--- config.mk ---
export PLATFORM = sky130hd
export DESIGN_NAME = float_pulse_sign_control
export DESIGN_NICKNAME = d
export VERILOG_FILES = /design/src/core/float_sign_pkg.sv /design/src/core/pair_sign_decode.sv /design/src/core/float_pulse_sign_control.sv
export SDC_FILE = /design/constraint.sdc
export NUM_CORES = 1
export LEC_CHECK = 0
export BUFFER_PORTS_ARGS = -buffer_cell sky130_fd_sc_hd__buf_2
export CORE_MARGIN = 5
export CORE_UTILIZATION = 48
export CTS_BUF_LIST = sky130_fd_sc_hd__clkbuf_8
export DETAILED_ROUTE_END_ITERATION = 8
export PLACE_DENSITY_LB_ADDON = 0.25
export REMOVE_ABC_BUFFERS = 1
export SKIP_LAST_GASP = 1
export SYNTH_ARGS = -nofsm -noshare
export SYNTH_HDL_FRONTEND = slang
export SYNTH_SLANG_ARGS = --single-unit
export TNS_END_PERCENT = 10
--- constraint.sdc ---
create_clock -name clk_in -period 5.6 [get_ports clk_in]
set_clock_uncertainty 0.05 [all_clocks]
set_input_delay 1.12 -clock clk_in [delete_from_list [all_inputs] [get_ports clk_in]]
set_output_delay 1.12 -clock clk_in [all_outputs]
set_load 0.1 [all_outputs]
--- src/core/float_sign_pkg.sv ---
// Constants for the float pulse sign control register bank.
// Assumes a 32-bit classic Wishbone slave, one register per aligned word.
`default_nettype none
package float_sign_pkg;
  // ----------------------------------------------------------------
  // Register indices and byte addresses
  // ----------------------------------------------------------------
  localparam logic [7:0] MATH_CFG_IDX = 8'h58;
  localparam logic [7:0] ENABLE_CFG_IDX = 8'h59;
  localparam logic [9:0] MATH_CFG_ADDR = {MATH_CFG_IDX, 2'b00};
  localparam logic [9:0] ENABLE_CFG_ADDR = {ENABLE_CFG_IDX, 2'b00};
  // ----------------------------------------------------------------
  // Field positions
  // ----------------------------------------------------------------
  localparam int MATH34_B_LSB = 10;
  localparam int MATH34_A_LSB = 8;
  localparam int INT_BUF_BIT = 7;
  localparam int MATH12_B_LSB = 5;
  localparam int MATH12_A_LSB = 1;
  localparam int FLOAT_EN_LSB = 13;
  localparam int PRECON_LSB = 8;
  localparam int RSVD_LOW_LSB = 0;
  // ----------------------------------------------------------------
  // Values after reset
  // ----------------------------------------------------------------
  localparam logic [1:0] SIGN_CODE_RESET = 2'h0;
  localparam logic [1:0] FLOAT_EN_RESET = 2'h0;
  localparam logic [4:0] PRECON_RESET = 5'h08;
  localparam logic [7:0] RSVD_LOW_VALUE = 8'h08;
  // ----------------------------------------------------------------
  // Float enable codes
  // ----------------------------------------------------------------
  typedef enum logic [1:0] {
    FLOAT_OFF = 2'b00,
    FLOAT_RSVD1 = 2'b01,
    FLOAT_RSVD2 = 2'b10,
    FLOAT_ON = 2'b11
  } float_en_e;
endpackage
`default_nettype wire

--- src/core/pair_sign_decode.sv ---
// Sign decode for one sample of an add/subtract pair.
// Assumes code bit 1 governs the earlier sample and bit 0 the later one.
`default_nettype none
module pair_sign_decode (
  // Pair code and position
  input wire logic [1:0] code_in,
  input wire logic later_in,
  // Sign
  output logic subtract_out
);
  // 00 add both, 01 subtract later, 10 subtract earlier, 11 subtract both
  assign subtract_out = later_in ? code_in[0] : code_in[1];
endmodule
`default_nettype wire

--- src/core/float_pulse_sign_control.sv ---
// Float pulse sign control: register bank and per-sample sign selection.
// Assumes a classic Wishbone master on clk_in and sample strobes on the same clock.
//
// Register access over Wishbone was chosen for this implementation.
`default_nettype none
// Function
// - Slot A third and fourth samples of each group of four are added or subtracted by code.
// - The integrator buffer bit turns the integrator into a buffer in transimpedance mode.
// - Slot B first and second samples of each group of four are signed by the field at 6:5.
// - Slot A first and second samples of each group of four are signed by the field at 2:1.
// - The slot B float field at 14:13 disables float at 0 and enables it at 3.
// - The five-bit field at 12:8 sets the slot B preconditioning delay, resetting to 8.
module float_pulse_sign_control (
  // Clock and reset
  input wire logic clk_in,
  input wire logic reset_n_in,
  // Wishbone slave
  input wire logic wb_cyc_in,
  input wire logic wb_stb_in,
  input wire logic wb_we_in,
  input wire logic [9:0] wb_adr_in,
  input wire logic [3:0] wb_sel_in,
  input wire logic [31:0] wb_dat_in,
  output logic [31:0] wb_dat_out,
  output logic wb_ack_out,
  // Sample stream
  input wire logic sample_valid_in,
  input wire logic slot_b_in,
  input wire logic [1:0] pulse_pos_in,
  input wire logic tia_mode_in,
  output logic sample_valid_out,
  output logic sample_subtract_out,
  // Analog controls
  output logic integrator_buffer_out,
  output logic float_active_slot_b_out,
  output logic [4:0] float_precondition_slot_b_out
);
  // ----------------------------------------------------------------
  // Register state
  // ----------------------------------------------------------------
  logic [1:0] third_fourth_sign_slot_b_q, third_fourth_sign_slot_b_d;
  logic [1:0] third_fourth_sign_slot_a_q, third_fourth_sign_slot_a_d;
  logic integrator_buffer_enable_q, integrator_buffer_enable_d;
  logic [1:0] first_second_sign_slot_b_q, first_second_sign_slot_b_d;
  logic [1:0] first_second_sign_slot_a_q, first_second_sign_slot_a_d;
  logic [1:0] float_enable_slot_b_q, float_enable_slot_b_d;
  logic [4:0] float_precondition_slot_b_q, float_precondition_slot_b_d;
  logic ack_q, ack_d;
  logic [31:0] rdata_q, rdata_d;
  logic req;
  logic [15:0] math_word;
  logic [15:0] enable_word;

  assign req = wb_cyc_in && wb_stb_in && !ack_q;
  assign math_word = {4'h0, third_fourth_sign_slot_b_q, third_fourth_sign_slot_a_q,
                      integrator_buffer_enable_q, first_second_sign_slot_b_q, 2'h0,
                      first_second_sign_slot_a_q, 1'b0};
  assign enable_word = {1'b0, float_enable_slot_b_q, float_precondition_slot_b_q,
                        float_sign_pkg::RSVD_LOW_VALUE};

  // ----------------------------------------------------------------
  // Bus decode
  // ----------------------------------------------------------------
  always_comb begin
    third_fourth_sign_slot_b_d = third_fourth_sign_slot_b_q;
    third_fourth_sign_slot_a_d = third_fourth_sign_slot_a_q;
    integrator_buffer_enable_d = integrator_buffer_enable_q;
    first_second_sign_slot_b_d = first_second_sign_slot_b_q;
    first_second_sign_slot_a_d = first_second_sign_slot_a_q;
    float_enable_slot_b_d = float_enable_slot_b_q;
    float_precondition_slot_b_d = float_precondition_slot_b_q;
    ack_d = req;
    rdata_d = rdata_q;
    if (req && wb_adr_in == float_sign_pkg::MATH_CFG_ADDR) begin
      rdata_d = {16'h0000, math_word};
      if (wb_we_in && wb_sel_in[1]) begin
        third_fourth_sign_slot_b_d = wb_dat_in[float_sign_pkg::MATH34_B_LSB +: 2];
        third_fourth_sign_slot_a_d = wb_dat_in[float_sign_pkg::MATH34_A_LSB +: 2];
      end
      if (wb_we_in && wb_sel_in[0]) begin
        integrator_buffer_enable_d = wb_dat_in[float_sign_pkg::INT_BUF_BIT];
        first_second_sign_slot_b_d = wb_dat_in[float_sign_pkg::MATH12_B_LSB +: 2];
        first_second_sign_slot_a_d = wb_dat_in[float_sign_pkg::MATH12_A_LSB +: 2];
      end
    end else if (req && wb_adr_in == float_sign_pkg::ENABLE_CFG_ADDR) begin
      rdata_d = {16'h0000, enable_word};
      if (wb_we_in && wb_sel_in[1]) begin
        float_enable_slot_b_d = wb_dat_in[float_sign_pkg::FLOAT_EN_LSB +: 2];
        float_precondition_slot_b_d = wb_dat_in[float_sign_pkg::PRECON_LSB +: 5];
      end
    end else if (req) begin
      rdata_d = 32'h0000_0000;
    end
  end

  always_ff @(posedge clk_in or negedge reset_n_in) begin
    if (!reset_n_in) begin
      third_fourth_sign_slot_b_q <= float_sign_pkg::SIGN_CODE_RESET;
      third_fourth_sign_slot_a_q <= float_sign_pkg::SIGN_CODE_RESET;
      integrator_buffer_enable_q <= 1'b0;
      first_second_sign_slot_b_q <= float_sign_pkg::SIGN_CODE_RESET;
      first_second_sign_slot_a_q <= float_sign_pkg::SIGN_CODE_RESET;
      float_enable_slot_b_q <= float_sign_pkg::FLOAT_EN_RESET;
      float_precondition_slot_b_q <= float_sign_pkg::PRECON_RESET;
      ack_q <= 1'b0;
      rdata_q <= 32'h0000_0000;
    end else begin
      third_fourth_sign_slot_b_q <= third_fourth_sign_slot_b_d;
      third_fourth_sign_slot_a_q <= third_fourth_sign_slot_a_d;
      integrator_buffer_enable_q <= integrator_buffer_enable_d;
      first_second_sign_slot_b_q <= first_second_sign_slot_b_d;
      first_second_sign_slot_a_q <= first_second_sign_slot_a_d;
      float_enable_slot_b_q <= float_enable_slot_b_d;
      float_precondition_slot_b_q <= float_precondition_slot_b_d;
      ack_q <= ack_d;
      rdata_q <= rdata_d;
    end
  end

  assign wb_ack_out = ack_q;
  assign wb_dat_out = rdata_q;

  // ----------------------------------------------------------------
  // Sample sign selection
  // ----------------------------------------------------------------
  logic [1:0] pair_code;
  logic pair_subtract;
  logic subtract_q, subtract_d;
  logic valid_q, valid_d;
  logic int_buf_q, int_buf_d;
  logic float_on_q, float_on_d;

  always_comb begin
    if (pulse_pos_in[1]) begin
      pair_code = slot_b_in ? third_fourth_sign_slot_b_q : third_fourth_sign_slot_a_q;
    end else begin
      pair_code = slot_b_in ? first_second_sign_slot_b_q : first_second_sign_slot_a_q;
    end
  end

  pair_sign_decode u_pair_sign_decode (
    .code_in(pair_code),
    .later_in(pulse_pos_in[0]),
    .subtract_out(pair_subtract)
  );

  always_comb begin
    valid_d = sample_valid_in;
    subtract_d = sample_valid_in ? pair_subtract : subtract_q;
    int_buf_d = integrator_buffer_enable_q && tia_mode_in;
    float_on_d = float_enable_slot_b_q == float_sign_pkg::FLOAT_ON;
  end

  always_ff @(posedge clk_in or negedge reset_n_in) begin
    if (!reset_n_in) begin
      valid_q <= 1'b0;
      subtract_q <= 1'b0;
      int_buf_q <= 1'b0;
      float_on_q <= 1'b0;
    end else begin
      valid_q <= valid_d;
      subtract_q <= subtract_d;
      int_buf_q <= int_buf_d;
      float_on_q <= float_on_d;
    end
  end

  assign sample_valid_out = valid_q;
  assign sample_subtract_out = subtract_q;
  assign integrator_buffer_out = int_buf_q;
  assign float_active_slot_b_out = float_on_q;
  assign float_precondition_slot_b_out = float_precondition_slot_b_q;
endmodule
`default_nettype wire

==> results of run 1 <==
==> final timing paths <==
path | end | slack (ns) | cells after the start | start
setup / recovery | float_enable_slot_b_q[0] | 2.56 | 6 | wb_stb_in
hold / removal | wb_dat_out[7] | 0.42 | 2 | wb_dat_out[7]
setup reg to reg | float_enable_slot_b_q[0] | 3.02 | 5 | wb_ack_out
hold reg to reg | wb_dat_out[7] | 0.42 | 2 | wb_dat_out[7]
max in group asynchronous | float_enable_slot_b_q[1] | 4.20 | 1 | reset_n_in
min in group asynchronous | integrator_buffer_out | 0.84 | 1 | reset_n_in
==> worst min-delay path: stages (launching register included) <==
cell,delay (ns)
dfrtp_1,0.34
nand2_1,0.05
o21ai_0,0.06
==> power breakdown <==
part / switching [uW] / leakage (uW) / internal, uW / total [uW]
Sequential: 0.434 / 0.000468 / 247 / 247
Clock: 81.7 / 0.0000575 / 124 / 206
Combinational: 77.3 / 0.000536 / 11.7 / 89.0
==> stage by stage <==
stage | instances | setup slack [ns] | utilization [%] | hold slack [ns]
finish | 242 | 2.56 | 59.4 | 0.424
floorplan | 132 | 2.65 | - | 0.422
detailed placement | 234 | 2.20 | 56.0 | 0.415
CTS | 242 | 2.49 | 59.4 | 0.430
global route | 242 | 2.35 | 59.4 | 0.466
global placement | 234 | 2.26 | 56.0 | 0.410
==> placed cells by master (no fill, tap or decap) <==
cell | synthesis | final
mux2i_1 | 9 | 9
nor3_1 | 1 | 1
clkbuf_8 | 0 | 8
and2_1 | 2 | 2
mux4_2 | 1 | 1
nand2_1 | 23 | 23
conb_1 | 1 | 19
o31ai_1 | 4 | 4
dfstp_2 | 1 | 1
dfrtp_1 | 33 | 33
or4_1 | 1 | 1
nor4b_1 | 2 | 2
or3b_1 | 1 | 1
inv_1 | 3 | 3
buf_2 | 0 | 56
o21ai_0 | 9 | 9
nand3b_1 | 1 | 1
mux2_2 | 16 | 16
nand4bb_1 | 1 | 1
nor3_4 | 3 | 3
nand3_1 | 2 | 2
==> per-layer routing <==
metal	track usage [%]	part of all wire [%]	vias up
met4	7.44	1.8	0
met3	4.76	8.3	7
li1	-	-	549
met2	26.4	53	44
met1	16.9	37	534
met5	0	0	-
==> registers in the layout, indices dropped and copies added (netlist names) <==
register                       count
wb_dat_out                        13
float_precondition_slot_b_out      5
first_second_sign_slot_a_q         2
first_second_sign_slot_b_q         2
float_enable_slot_b_q              2
third_fourth_sign_slot_a_q         2
third_fourth_sign_slot_b_q         2
float_active_slot_b_out            1
integrator_buffer_enable_q         1
integrator_buffer_out              1
sample_subtract_out                1
sample_valid_out                   1
wb_ack_out                         1
==> cell families (layout without fill, tap and decap cells) <==
family	after synthesis	count (layout)	share of synthesized area [%]
AND/OR/NAND/NOR	37	37	13.2
flip-flops	34	34	52.1
buffers and inverters	27	67	11.9
other	1	19	0.229
AO/OA/AOI/OAI	13	13	4.59
multiplexers	26	26	17.9
==> final cells by class <==
| type | instances | area, um^2 |
|---|---|---|
| inverter | 3 | 11.3 |
| clock buffer | 8 | 110 |
| sequential | 34 | 852 |
| multi-input combinational | 95 | 654 |
| tap | 46 | 57.6 |
| timing repair buffer | 56 | 280 |
| fill | 311 | 1350 |
==> metrics.csv, run 1 <==
stage,metric,value,unit
detailed_routing,DRC Markers,0,
critical_path,kind of cell adding the most delay to the critical path,simple AND/OR/NAND/NOR gates,
global_routing,grt total ovfl,0,
yosys,mapped cell area,1630,um^2
critical_path,WP buf/inv,2,
sta,Tmin final,3.04,ns
detailed_routing,ANT nets after route,0,
placed_design,Placed Area,1860,um^2
detailed_routing,Routed WL,3180,um
sta,Max Transition Viols Final,0,
detailed_routing,initial DRC count,40,
power_and_ir_drop,PnR Total Power,542,uW
critical_path,crit start category,input port,
yosys,Yosys top cell by area,dfrtp_1,
sta,setup TNS,0,ns
die,die height,68.3,um
layout,# nets final,251,
clocking,clk buf depth,2,
clocking,CTS root buffer,clkbuf_8,
sta,post-route clock period utilization,54.4,%
die,Ports,98,
yosys,"count leader, synth",dfrtp_1,
layout,Finished Cell Area,1970,um^2
critical_path,CP Data Arrival Time,3.16,ns
global_routing,largest net degree at the start of global routing,35,
placed_design,post-detail-place hpwl,2570,um
outcome,outcome,finished clean,
critical_path,Worst Setup End Kind,register,
critical_path,CP Max Fanout,19,
detailed_routing,vias,1134,
clocking,clk slew on worst S/H paths,0.06,ns
sta,Final Hold Violating Endpoints,0,
yosys,ys async rst share,100,%
layout,area grow syn2layout,20.3,%
clocking,post-CTS sizing,0,
yosys,"Seq/Total Area, Yosys",52.1,%
die,# rows,21,
clocking,number of CTS-inserted buffers,5,
clocking,CTS HTree Levels,2,
yosys,"EDFF count, synth",0,
yosys,Synth top cells by count,"33 x dfrtp_1, 23 x nand2_1, 19 x buf_4",
layout,diode count,0,
clocking,total setup buffers inserted after CTS,0,
flow_run,max-cap violations,0,
power_and_ir_drop,VDD IR max,0.000152,V
detailed_routing,wire length per cell,13.1,um
power_and_ir_drop,pwr dens,276,nW/um^2
critical_path,CP max stage delay,0.48,ns
power_and_ir_drop,leakage power,0.00106,uW
clocking,CTS tree,yes,
yosys,synthesized flop and latch total,34,
sta,fmax,0.328,GHz
yosys,post-synthesis cell count,138,
yosys,syn avg cell area,11.8,um^2
hold_path,Worst Hold Class,reg -> reg,
critical_path,worst path cell trace,buf_2 -> nand3b_1 -> inv_1 -> nand3_1 -> nor3_4 -> mux2_2,
die,die width,68.3,um
critical_path,CP Data Required Time,5.71,ns
die,Die ar.,4670,um^2
global_routing,first-pass GRT wire length,5080,um
sta,RSZ-0062 raised after global routing,false,
clocking,# hold bufs at CTS,0,
global_routing,All-Layer GR Usage,15.3,%
yosys,top_reg_cell synth,dfrtp_1,
critical_path,Crit-path slowest cell,nand3b_1,
global_routing,initial antenna violation count,0,
die,Core Area,3310,um^2
sta,Slew headroom,52.4,%
critical_path,Setup CP Type,in -> reg,
sta,transition time of the tightest slew-check pin,0.714,ns
yosys,Yosys top cell area share,50.5,%
placed_design,Final GP Congestion,0.773,
global_routing,number of global-route vias before repair,1147,
detailed_routing,router iterations before antenna repair,2,
yosys,Netlist cell types,22,
sta,Final setup viols,0,
layout,share of cells above drive strength 1,43.4,%
clocking,clk_lat worst skew,0.28,ns
placed_design,Port Buffer Count,56,
yosys,synth top area cells,"dfrtp_1 51%, mux2_2 11%, buf_4 8.7%, mux2i_1 5.5%, nand2_1 5.3%",
yosys,Ys Warns,0,
clocking,clock sinks,34,
die,Initial Utilization,49.4,%
detailed_routing,drt via density,4.69,
Note: power is estimated with default switching activity, not from simulation.
==> run 2, diff against run 1 <==
CORE_UTILIZATION = 44   (was 48)
clock period = 3.2 ns   (was 5.6 ns; I/O delays follow)
==> run 2 against run 1 <==
Setup slack lost 1.8 ns. Power grew 61%. Critical path type unchanged. Register-to-register slack lost 2.0 ns. Largest power group unchanged. Combinational power grew 78%. Non-clock buffer count grew 1. Clock-buffer cell count shrank 3. Critical path depth shrank 1. Clock power grew 36%.
==> metrics.csv, run 2 (synthesized netlist as in run 1, its figures left out) <==
stage,metric,value,unit
power_and_ir_drop,Clk pwr share,32.2,%
power_and_ir_drop,Flop pwr share,49.7,%
detailed_routing,Routed WL,3290,um
critical_path,WP buf/inv,1,
global_routing,All-Layer GR Usage,13.8,%
die,Die ar.,5030,um^2
die,Ports,98,
sta,Max Transition Viols Final,0,
sta,Final setup viols,0,
critical_path,Setup CP Type,in -> reg,
die,# rows,22,
detailed_routing,drt via density,4.75,
critical_path,CP Max Fanout,7,
sta,post-route clock period utilization,77.5,%
power_and_ir_drop,Sw Ratio,31.4,%
clocking,# hold bufs at CTS,0,
power_and_ir_drop,pwr dens,448,nW/um^2
clocking,clk slew on worst S/H paths,0.06,ns
sta,setup TNS,0,ns
clocking,total setup buffers inserted after CTS,0,
detailed_routing,ANT nets after route,0,
placed_design,Inst Count DP,237,
power_and_ir_drop,P_sw,273,uW
die,Core Area,3630,um^2
power_and_ir_drop,VDD IR max,0.000231,V
critical_path,CP max stage delay,0.64,ns
clocking,clk_lat worst skew,0.28,ns
clocking,CTS root buffer,clkbuf_8,
global_routing,initial antenna violation count,0,
layout,# nets final,252,
clocking,clk buf depth,2,
detailed_routing,vias,1163,
power_and_ir_drop,internal power,598,uW
critical_path,Crit-path slowest cell,or4_1,
layout,# fillers,346,
placed_design,Final GP Congestion,0.769,
detailed_routing,met3 WL,304,um
layout,share of cells above drive strength 1,42.1,%
sta,Slew headroom,50.6,%
layout,area grow syn2layout,19.1,%
clocking,number of CTS-inserted buffers,5,
clocking,post-CTS sizing,0,
sta,transition time of the tightest slew-check pin,0.742,ns
sta,fmax,0.403,GHz
sta,Final Hold Violating Endpoints,0,
detailed_routing,initial DRC count,86,
detailed_routing,router iterations before antenna repair,6,
global_routing,largest net degree at the start of global routing,35,
critical_path,CP Data Arrival Time,2.59,ns
die,Initial Utilization,45.0,%
layout,"most common cell after layout, fill and taps aside",buf_2,
global_routing,number of global-route vias before repair,1175,
placed_design,post-detail-place hpwl,2650,um
global_routing,first-pass GRT wire length,5510,um
detailed_routing,DRC Markers,0,
sta,RSZ-0062 raised after global routing,false,
flow_run,max-cap violations,0,
detailed_routing,max layer used,met4,
clocking,clock sinks,34,
clocking,CTS HTree Levels,2,
placed_design,Port Buffer Count,56,
die,die height,70.9,um
power_and_ir_drop,power share of the combinational group,18.1,%
detailed_routing,WL met1,1250,um
detailed_routing,wire length per cell,13.4,um
critical_path,CP Data Required Time,3.31,ns
sta,Tmin final,2.48,ns
global_routing,grt total ovfl,0,
die,die width,70.9,um
layout,"commonest cells after routing, fill and taps aside","56 x buf_2, 33 x dfrtp_1, 23 x nand2_1",
layout,max FFs per register,13,
critical_path,kind of cell adding the most delay to the critical path,simple AND/OR/NAND/NOR gates,
detailed_routing,met2 wire length,1700,um
critical_path,crit start category,input port,
layout,Final Non-Filler Cells,245,
hold_path,Worst Hold Class,in -> async,
critical_path,worst path cell trace,buf_2 -> or3b_1 -> or4_1 -> nor3_4 -> mux2_2,
clocking,CTS tree,yes,
layout,diode count,0,
outcome,outcome,finished clean,
critical_path,Worst Setup End Kind,register,
power_and_ir_drop,leakage power,0.00106,uW
## run 2: changes by cell type in the layout (fill, tap and decap cells not counted), sizes merged
cell | previous run | this run
clkbuf | 8 | 5
buf | 56 | 57
inv | 3 | 6
## run 2: final cells by class
| cell class | count | area [um^2] | share of cell area (%) |
|---|---|---|---|
| clock inverter | 3 | 11.3 | 0.579 |
| clock buffer | 5 | 68.8 | 3.54 |
| multi-input combinational | 95 | 654 | 33.6 |
| inverter | 3 | 11.3 | 0.579 |
| timing repair buffer | 57 | 288 | 14.8 |
| sequential | 34 | 852 | 43.8 |
| tap | 48 | 60.1 | 3.09 |
## run 2: path summary, 6_finish.rpt
check	start	endpoint	slack (ns)	depth (start not counted)
setup / recovery	wb_adr_in[3]	float_enable_slot_b_q[0]	0.72	5
hold / removal	reset_n_in	wb_ack_out	0.38	1
setup reg to reg	wb_ack_out	float_enable_slot_b_q[0]	1.04	6
hold reg to reg	wb_dat_out[7]	wb_dat_out[7]	0.43	2
max in group asynchronous	reset_n_in	sample_subtract_out	2.25	1
min in group clk_in	wb_dat_out[7]	wb_dat_out[7]	0.43	2
## run 2: metal layers
metal  vias up  track usage [%]
met2        52             24.2
met5         -                0
met1       556             16.0
li1        550                -
met4         0             4.38
met3         5             4.55
## run 2: through the flow
| step | total power (uW) | util, % | worst slack (ns) | instance area (um^2) | hold slack (ns) |
|---|---|---|---|---|---|
| 2_1_floorplan | 559 | - | 0.535 | 1520 | 0.294 |
| 3_3_place_gp | 597 | 51.3 | 0.476 | 1870 | 0.407 |
| 3_5_place_dp | 598 | 51.3 | 0.412 | 1870 | 0.416 |
| 4_1_cts | 881 | 53.5 | 0.704 | 1950 | 0.395 |
| 5_1_grt | 909 | 53.5 | 0.612 | 1950 | 0.440 |
| 6_report | 871 | 53.5 | 0.719 | 1950 | 0.377 |
## run 2: power by group through the flow
stage / registers [uW] / clock network, uW / logic [uW]
after global placement: 440 / 0 / 157
after CTS: 432 / 291 / 158
final: 432 / 281 / 158
after global routing: 432 / 311 / 166
after detailed placement: 440 / 0 / 158
after floorplan: 452 / 0 / 108
